**src/rtl/wdg_pkg.sv**
```systemverilog
// Purpose: shared constants and types of the watchdog block
// Assumes: core clock of 10 MHz
// Notes:   timing figures kept in their own units, cycle counts derived
package wdg_pkg;
    localparam int CNT_W               = 16;
    localparam int PSC_W               = 14;
    localparam int DIV_SLOW            = 16384;
    localparam int DIV_FAST            = 256;
    localparam int CLK_PERIOD_NS       = 100;
    localparam int DEFAULT_INTERVAL_NS = 6_500_000;
    localparam int DEFAULT_CYCLES      = DEFAULT_INTERVAL_NS / CLK_PERIOD_NS;
    // nearest whole number of fast ticks to the default interval
    localparam int DEFAULT_TICKS       = (DEFAULT_CYCLES + DIV_FAST / 2) / DIV_FAST;
    localparam int CNT_SPAN            = 65536;
    localparam logic [CNT_W-1:0] DEFAULT_RELOAD = CNT_W'(CNT_SPAN - DEFAULT_TICKS);
    localparam logic [CNT_W-1:0] CNT_MAX        = 16'hffff;
    localparam logic             DEFAULT_FAST   = 1'b1;
    localparam int PREWARN_CYCLES      = 16;
    localparam int WAIT_W              = 8;

    typedef enum logic [3:0] {
        ST_RUN    = 4'h1,
        ST_OFF    = 4'h2,
        ST_WARN   = 4'h4,
        ST_RSTREQ = 4'h8
    } wdg_state_t;
endpackage

```
**src/rtl/wdg_prescaler.sv**
```systemverilog
// Purpose: clock divider ahead of the watchdog counter
// Assumes: i_clear held while the counter is stopped
// Notes:   tick is combinational from the divider flops, one cycle wide
`timescale 1ns/1ps
module wdg_prescaler #(
    parameter int DIV_SLOW = wdg_pkg::DIV_SLOW,
    parameter int DIV_FAST = wdg_pkg::DIV_FAST
) (
    input  wire logic i_core_clk,
    input  wire logic i_reset,
    input  wire logic i_clear,
    input  wire logic i_sel_fast,
    output logic      o_tick
);
    localparam logic [wdg_pkg::PSC_W-1:0] LIM_SLOW = wdg_pkg::PSC_W'(DIV_SLOW - 1);
    localparam logic [wdg_pkg::PSC_W-1:0] LIM_FAST = wdg_pkg::PSC_W'(DIV_FAST - 1);

    logic [wdg_pkg::PSC_W-1:0] div_q;
    logic [wdg_pkg::PSC_W-1:0] div_d;
    logic [wdg_pkg::PSC_W-1:0] lim;

    always_comb
    begin
        lim    = i_sel_fast ? LIM_FAST : LIM_SLOW;
        o_tick = !i_clear && (div_q == lim);
        if (i_clear || o_tick)
        begin
            div_d = '0;
        end
        else
        begin
            div_d = div_q + 1'b1;
        end
    end

    always_ff @(posedge i_core_clk or posedge i_reset)
    begin
        if (i_reset)
        begin
            div_q <= '0;
        end
        else
        begin
            div_q <= div_d;
        end
    end
endmodule

```
**src/rtl/wdg_timer.sv**
```systemverilog
// Purpose: watchdog counter with prewarning and reset request
// Assumes: commands and service are one-cycle pulses on the core clock
// Notes:   i_reset is the application reset; the reset request holds until it
`timescale 1ns/1ps
module wdg_timer #(
    parameter int PREWARN_CYCLES = wdg_pkg::PREWARN_CYCLES
) (
    input  wire logic                      i_core_clk,
    input  wire logic                      i_reset,
    input  wire logic                      i_service,
    input  wire logic                      i_guard_disable_command,
    input  wire logic                      i_guard_enable_command,
    input  wire logic                      i_cfg_load,
    input  wire logic [wdg_pkg::CNT_W-1:0] i_reload_value_setting,
    input  wire logic                      i_prescale_fast,
    output logic                           o_enabled,
    output logic [wdg_pkg::CNT_W-1:0]      o_count,
    output logic                           o_prewarn_irq,
    output logic                           o_reset_req
);
    localparam logic [wdg_pkg::WAIT_W-1:0] WAIT_LAST = wdg_pkg::WAIT_W'(PREWARN_CYCLES - 1);

    wdg_pkg::wdg_state_t          state_q;
    wdg_pkg::wdg_state_t          state_d;
    logic [wdg_pkg::CNT_W-1:0]    count_q;
    logic [wdg_pkg::CNT_W-1:0]    count_d;
    logic [wdg_pkg::CNT_W-1:0]    reload_q;
    logic [wdg_pkg::CNT_W-1:0]    reload_d;
    logic                         fast_q;
    logic                         fast_d;
    logic [wdg_pkg::WAIT_W-1:0]   wait_q;
    logic [wdg_pkg::WAIT_W-1:0]   wait_d;
    logic                         enabled_q;
    logic                         enabled_d;
    logic                         prewarn_q;
    logic                         prewarn_d;
    logic                         rstreq_q;
    logic                         rstreq_d;
    logic                         running;
    logic                         tick;
    logic                         psc_clear;
    logic                         overflow;

    assign running   = (state_q == wdg_pkg::ST_RUN);
    // prescaler frozen at zero whenever the counter is not running
    assign psc_clear = !running || i_service || i_cfg_load;

    wdg_prescaler #(
        .DIV_SLOW (wdg_pkg::DIV_SLOW),
        .DIV_FAST (wdg_pkg::DIV_FAST)
    ) u_prescaler (
        .i_core_clk (i_core_clk),
        .i_reset    (i_reset),
        .i_clear    (psc_clear),
        .i_sel_fast (fast_q),
        .o_tick     (tick)
    );

    // configuration; defaults only return on reset
    always_comb
    begin
        reload_d = reload_q;
        fast_d   = fast_q;
        if (i_cfg_load)
        begin
            reload_d = i_reload_value_setting;
            fast_d   = i_prescale_fast;
        end
    end

    always_ff @(posedge i_core_clk or posedge i_reset)
    begin
        if (i_reset)
        begin
            reload_q <= wdg_pkg::DEFAULT_RELOAD;
            fast_q   <= wdg_pkg::DEFAULT_FAST;
        end
        else
        begin
            reload_q <= reload_d;
            fast_q   <= fast_d;
        end
    end

    // counter and supervision state
    always_comb
    begin
        state_d  = state_q;
        count_d  = count_q;
        wait_d   = '0;
        overflow = running && tick && !i_service && (count_q == wdg_pkg::CNT_MAX);
        case (state_q)
            wdg_pkg::ST_RUN:
            begin
                if (i_service)
                begin
                    count_d = reload_q;
                end
                else if (tick)
                begin
                    count_d = count_q + 1'b1;
                end
                if (i_guard_disable_command)
                begin
                    state_d = wdg_pkg::ST_OFF;
                end
                else if (overflow)
                begin
                    state_d = wdg_pkg::ST_WARN;
                end
            end
            wdg_pkg::ST_OFF:
            begin
                if (i_service)
                begin
                    count_d = reload_q;
                end
                if (i_guard_enable_command && !i_guard_disable_command)
                begin
                    state_d = wdg_pkg::ST_RUN;
                end
            end
            wdg_pkg::ST_WARN:
            begin
                // once warned, neither service nor disable can cancel the failure
                wait_d = wait_q + 1'b1;
                if (wait_q == WAIT_LAST)
                begin
                    state_d = wdg_pkg::ST_RSTREQ;
                end
            end
            wdg_pkg::ST_RSTREQ:
            begin
                state_d = wdg_pkg::ST_RSTREQ;
            end
            default:
            begin
                state_d = wdg_pkg::ST_RUN;
            end
        endcase
        enabled_d = (state_d == wdg_pkg::ST_RUN);
        prewarn_d = overflow && !i_guard_disable_command;
        rstreq_d  = (state_d == wdg_pkg::ST_RSTREQ);
    end

    always_ff @(posedge i_core_clk or posedge i_reset)
    begin
        if (i_reset)
        begin
            state_q   <= wdg_pkg::ST_RUN;
            count_q   <= wdg_pkg::DEFAULT_RELOAD;
            wait_q    <= '0;
            enabled_q <= 1'b1;
            prewarn_q <= 1'b0;
            rstreq_q  <= 1'b0;
        end
        else
        begin
            state_q   <= state_d;
            count_q   <= count_d;
            wait_q    <= wait_d;
            enabled_q <= enabled_d;
            prewarn_q <= prewarn_d;
            rstreq_q  <= rstreq_d;
        end
    end

    assign o_enabled     = enabled_q;
    assign o_count       = count_q;
    assign o_prewarn_irq = prewarn_q;
    assign o_reset_req   = rstreq_q;

    // helper logic read only by the assertions
    localparam int AST_PW = PREWARN_CYCLES;
    logic                       first_q;
    logic                       first_d;
    logic [wdg_pkg::PSC_W:0]    gap_q;
    logic [wdg_pkg::PSC_W:0]    gap_d;
    logic                       warned_q;
    logic                       warned_d;

    // gap follows the divider on its own so the tick spacing is checked independently
    always_comb
    begin
        first_d  = 1'b0;
        gap_d    = (psc_clear || tick) ? '0 : gap_q + 1'b1;
        warned_d = warned_q || prewarn_q;
    end

    always_ff @(posedge i_core_clk or posedge i_reset)
    begin
        if (i_reset)
        begin
            first_q  <= 1'b1;
            gap_q    <= '0;
            warned_q <= 1'b0;
        end
        else
        begin
            first_q  <= first_d;
            gap_q    <= gap_d;
            warned_q <= warned_d;
        end
    end

    AST_RESET_ENABLED: assert property (@(posedge i_core_clk) disable iff (i_reset)
        first_q |-> (o_enabled && running))
        else $error("watchdog not enabled after reset");

    // a tick in the disable cycle still lands; after that only a service moves the count
    AST_DISABLE_STOPS: assert property (@(posedge i_core_clk) disable iff (i_reset)
        (running && i_guard_disable_command) |=> (!o_enabled && (o_count == ($past(i_service)
            ? $past(reload_q) : $past(o_count) + {15'h0000, $past(tick)}))))
        else $error("disable command did not stop the counter");

    AST_OFF_FROZEN: assert property (@(posedge i_core_clk) disable iff (i_reset)
        (state_q == wdg_pkg::ST_OFF && !i_service) |=> (o_count == $past(o_count)))
        else $error("counter moved while stopped");

    AST_ENABLE_STARTS: assert property (@(posedge i_core_clk) disable iff (i_reset)
        (state_q == wdg_pkg::ST_OFF && i_guard_enable_command && !i_guard_disable_command)
            |=> o_enabled)
        else $error("enable command did not restart the counter");

    AST_PREWARN_THEN_RESET: assert property (@(posedge i_core_clk) disable iff (i_reset)
        o_prewarn_irq |-> (!o_reset_req ##[AST_PW:AST_PW] o_reset_req))
        else $error("reset request not at the expected time after prewarning");

    AST_RESET_NEEDS_WARN: assert property (@(posedge i_core_clk) disable iff (i_reset)
        $rose(o_reset_req) |-> warned_q)
        else $error("reset request without prior prewarning");

    AST_COUNT_STEP: assert property (@(posedge i_core_clk) disable iff (i_reset)
        (running && tick && !i_service) |=> (o_count == $past(o_count) + 16'h0001))
        else $error("counter did not advance by one on a tick");

    AST_TICK_SPACING: assert property (@(posedge i_core_clk) disable iff (i_reset)
        tick |-> (gap_q == (fast_q ? 15'(wdg_pkg::DIV_FAST - 1) : 15'(wdg_pkg::DIV_SLOW - 1))))
        else $error("prescaler tick spacing wrong");

    AST_SERVICE_RELOAD: assert property (@(posedge i_core_clk) disable iff (i_reset)
        (running && i_service) |=> ((o_count == $past(reload_q)) && (gap_q == '0)))
        else $error("service did not reload counter and clear prescaler");

    AST_DEFAULT_INTERVAL: assert property (@(posedge i_core_clk) disable iff (i_reset)
        first_q |-> ((reload_q == 16'hff02) && fast_q))
        else $error("default interval setting wrong");

    AST_OVERFLOW_WRAP: assert property (@(posedge i_core_clk) disable iff (i_reset)
        (overflow && !i_guard_disable_command) |=> (o_prewarn_irq && (o_count == 16'h0000)))
        else $error("wrap from all ones did not raise prewarning");

    COV_SERVICE: cover property (@(posedge i_core_clk) disable iff (i_reset)
        running && i_service);
    COV_DISABLE_ENABLE: cover property (@(posedge i_core_clk) disable iff (i_reset)
        !o_enabled ##1 o_enabled);
    COV_PREWARN: cover property (@(posedge i_core_clk) disable iff (i_reset)
        o_prewarn_irq);
    COV_RESET_REQ: cover property (@(posedge i_core_clk) disable iff (i_reset)
        $rose(o_reset_req));
endmodule

```
**config.mk**
```make
export PLATFORM = sky130hd
export DESIGN_NAME = wdg_timer
export DESIGN_NICKNAME = d
export VERILOG_FILES = /design/src/rtl/wdg_pkg.sv /design/src/rtl/wdg_prescaler.sv /design/src/rtl/wdg_timer.sv
export SDC_FILE = /design/constraint.sdc
export NUM_CORES = 1
export LEC_CHECK = 0
export BUFFER_PORTS_ARGS = -buffer_cell sky130_fd_sc_hd__buf_2
export CAP_MARGIN = 30
export CORE_AREA = 2 2 88 90
export CTS_BUF_LIST = sky130_fd_sc_hd__clkbuf_2
export CTS_CLUSTER_DIAMETER = 30
export DETAILED_ROUTE_END_ITERATION = 10
export DIE_AREA = 0 0 90 92
export PLACE_DENSITY = 0.63
export SYNTH_ARGS = -nofsm -noshare
export SYNTH_HDL_FRONTEND = slang
export SYNTH_HIERARCHICAL = 1
export SYNTH_SLANG_ARGS = --single-unit
export TNS_END_PERCENT = 10
```
**constraint.sdc**
```tcl
create_clock -name i_core_clk -period 3.2 [get_ports i_core_clk]
set_clock_uncertainty 0.15 [all_clocks]
set_input_delay 0.16 -clock i_core_clk [delete_from_list [all_inputs] [get_ports i_core_clk]]
set_output_delay 0.16 -clock i_core_clk [all_outputs]
set_load 0.02 [all_outputs]
```
==> results.md <==
- The run finished with clean final reports.
- The number of port buffers is 41.
- The H-tree was split into 3 levels.
- The number of setup buffers added after CTS is 0.
- Sequential cells account for 49.2% of the total power.
- Dividing the detail-routed wire length by the instance count gives 15.4 microns.
- The highest fanout seen on the critical path is 11.
- After detailed placement, the design holds a cell count of 430.
- The finished layout holds 467 standard cells, fillers aside.
- The clock period minus final worst setup slack is 2780 ps.
- The floorplan has 32 rows.
- After layout, the worst path uses 86.8% of the clock period.
- The clock network burns 15.3% of the power.
- The post-synthesis net count is 323.
- The final wirelength is 7180 microns.
- At the worst endpoint, the required time is 3470 ps.
- The synthesized netlist contains 49 unique library cells.
- The startpoint identified for the worst register-to-register timing path is state_q[0].
- The proportion of synthesized chip area in sequential cells is 49.6%.
- TritonCTS built the clock tree.
- The maximum number of pins on one net before global-route repair is 40.
- The area overhead of the layout relative to synthesis is 17.6%.
- Setup violations remaining at the end of the flow were counted as 0.
- The analysis attributes to net switching a power of 975 uW.
- Routability-driven placement finished with a final weighted congestion of 0.819.
- The number of vias per cell after detailed routing is 5.52.
- Of the total power, the share spent switching nets is 40.2%.
- The violation count after the first detailed-route iteration is 149.
- During synthesis, Yosys emitted a total of 6 warnings.
- The cell area after synthesis is 0.00318 sq mm.
- Once detail routing completed, the nets flagged for antenna violations numbered 0.
- In the synthesized netlist, the number of instances is 297.
- Global routing used 24.4% of the available met1 tracks.
- The die is 90 microns wide.
- The synthesized design contains 0 enable-type register cells.
- By area the synthesized netlist is led by dfrtp_1 (32%), dfstp_2 (17%), mux2_2 (6.0%), nor3_1 (3.6%), nand3_1 (2.8%).
- The HPWL after detailed placement is 4800 microns.
- The worst hold path begins at i_cfg_load.
- Summed over all failing endpoints, the final setup total negative slack is 0 ps.
- Measured on the finished design, the core utilization comes to 50.2%.
- The fraction of power consumed by combinational cells is 35.5%.
- The first global-routing pass estimated 12,200 microns of wire.
- Data on the critical path arrives at its endpoint at 3050 ps.
- The global-route usage over all layers is 18.2%.
- Counting flops and latches in the post-synthesis netlist gives 62.
- No sink is reached through more buffers than the 2 on the longest clock path.
- The share of the synthesized area in the top cell type is 32.3%.
- The clock tree root driver cell is clkbuf_2.
- Cell internal power was estimated by the tool at 1450 uW.
- The worst ir drop on vdd is 0.000290 V.
- Once the floorplan was initialized, standard cells occupied 42.7% of the core.
- In the layout the commonest cells are buf_2 (41), dfrtp_1 (41), nor3_1 (23), dfstp_2 (21), dlygate4sd3_1 (21).
- For this run, the leading register cell type out of synthesis is dfrtp_1.
- The register area is 0.00158 sq mm.
- The async set-or-reset flop fraction in the synthesized netlist is 100%.
- The number of antenna violations at the first check in global routing is 0.
- met2 is the most crowded layer.
- After clock tree synthesis, the clock-pin slew on the worst setup and hold paths is 190 ps.
- The met2 demand-to-capacity share in global routing is 28.9%.
- The area of the die is 0.00828 sq mm.
- Headroom to the max-slew limit came out at 46.4%.
- The final hold violation count came to 0.
- The slack of the worst reg-to-reg path is 420 ps.
- The multi-input combinational cells in the finished layout cover a total of 0.00146 sq mm.
- The global routing usage on met3 is 4.35%.
- The filler cells instantiated in the layout total 720.
- The mean instance size in the synthesized netlist is 10.7 sq um.
- The I/O pin count is 42.
- The remaining global-route overflow is 0.
- The number of antenna diodes in the final layout is 0.
- Across the run, the number of max-cap violations was 0.
- The first-pass iteration count of the detailed router is 4.
- In this run the static leakage power is 0.00153 uW.
- The hold-critical path endpoint is reload_q[7].
- The worst setup path is of the reg2reg kind.
- The max-slew violation count is 0.
- Of the cells placed in the final design, the portion with a size suffix greater than 1 is 28.8%.
- Counting cells, the worst reg-to-reg path comes to 7.
- The type of element launching the critical path is a flop.
- The actual transition at the worst max-transition pin is 803 ps.
- Of all cell types, the one taking the most synthesized area is dfrtp_1.
- In the final design database the tool counted 386 nets.
- Timing would allow up to 360 MHz.
- The die is 92 microns tall.
- The post-route total power is 2430 uW.
- The endpoint type of the worst setup path is a flop.
- Setup repair after global routing left no endpoint under its margin.
- The area of the core is 0.00745 sq mm.
- The detailed router placed 2,576 vias in this run.
- The endpoint identified for the worst register-to-register timing path is o_count[12].
- CTS saw 62 sinks.
- The tightest min-delay check is of the in2reg type.
- For this run, design rule violations remaining after detail routing come to 0.
- The hold-critical path depth is 2.
- In this run, CTS created clock tree buffers numbering 9.
- Dividing total power by cell area gives a power density of 650 mW/mm^2.
- The via count of the first global-routing pass came to 2,526.
- The insertion delay to the later sink of the worst-skew pair is 500 ps.
[stage by stage]
stage / cell area, sq um / hold WS, ps / worst slack [ps]
final: 3740 / 62.3 / 421
after floorplan: 3180 / -101 / 623
after global placement: 3430 / 84.9 / 533
after detailed placement: 3450 / 93.3 / 472
after global routing: 3740 / 21.3 / 191
after CTS: 3740 / 25.6 / 434
[cell usage after synthesis, types with 4 or more instances]
cell / instances
mux2i_1: 4
nand3_1: 18
o21ai_0: 11
nand2_1: 12
a22oi_1: 7
o2bb2ai_1: 8
mux2_2: 17
nor2_1: 19
xnor2_1: 10
dfstp_2: 21
and3_1: 6
xor2_1: 8
nor4_1: 5
buf_2: 5
or3_1: 4
inv_1: 8
a2bb2oi_1: 5
or4_1: 5
buf_6: 4
nor3_1: 23
nand4_1: 6
clkbuf_1: 4
a21oi_1: 11
dfrtp_1: 41
[worst max-delay path, stage by stage, from the launching register on]
cell and delay [ps]:
dfstp_2 670, or4b_4 510, or3_1 340, nor2b_1 200, a32oi_1 250, buf_4 290
a21oi_1 120, a2bb2oi_1 200
[worst max-delay path by stage]
stage               start           to  slack [ps]  cells after the start
2_1_floorplan  state_q[0]   o_count[2]         620                      8
3_3_place_gp   state_q[0]  o_count[12]         530                      7
3_5_place_dp   state_q[0]  o_count[12]         470                      7
4_1_cts        state_q[0]  o_count[12]         430                      7
5_1_grt        state_q[0]  o_count[12]         190                      7
6_report       state_q[0]  o_count[12]         420                      7
[sequential cells by signal (all words and copies together), names as in the netlist]
| register | count |
|---|---|
| reload_q | 16 |
| wait_q | 8 |
| state_q | 4 |
| u_prescaler/div_q | 14 |
| fast_q | 1 |
| o_prewarn_irq | 1 |
| o_enabled | 1 |
| o_reset_req | 1 |
| o_count | 16 |
[routing by layer]
metal / routed length [microns] / vias up
met5: 0 / -
met4: 127 / 0
met3: 392 / 14
met2: 3400 / 80
met1: 3260 / 1258
li1: - / 1224
[power groups by stage]
stage / registers (uW) / logic (uW) / clock network, uW
after floorplan: 1250 / 526 / 0
after global placement: 1190 / 811 / 0
after detailed placement: 1200 / 831 / 0
after CTS: 1190 / 861 / 388
after global routing: 1230 / 944 / 420
final: 1200 / 861 / 372
[cell type report]
class	count	share of cell area, %
Clock buffer	12	1.61
Clock inverter	4	0.402
Timing Repair Buffer	67	12.5
Inverter	9	0.904
Sequential cell	62	42.2
Tap cell	102	3.41
Multi-Input combinational cell	211	39.0
[what timing repair did]
| item | 4_1_cts | 5_1_grt |
|---|---|---|
| hold endpoints to repair | 84 | 0 |
| hold buffers | 21 | 0 |
| setup endpoints to repair | 0 | 0 |
| gates resized for setup | 0 | 0 |
[cell families (layout without fill, tap and decap cells)]
group,count (synthesis),after routing,synth area share (%)
multiplexers,21,21,7.28
flip-flops,62,62,49.6
adder cells (fa/ha/maj),3,3,1.18
buffers and inverters,24,92,4.49
AO/OA/AOI/OAI,52,52,11.3
XOR/XNOR,18,18,4.96
AND/OR/NAND/NOR,117,117,21.2
Note: power is estimated with default switching activity, not from simulation.
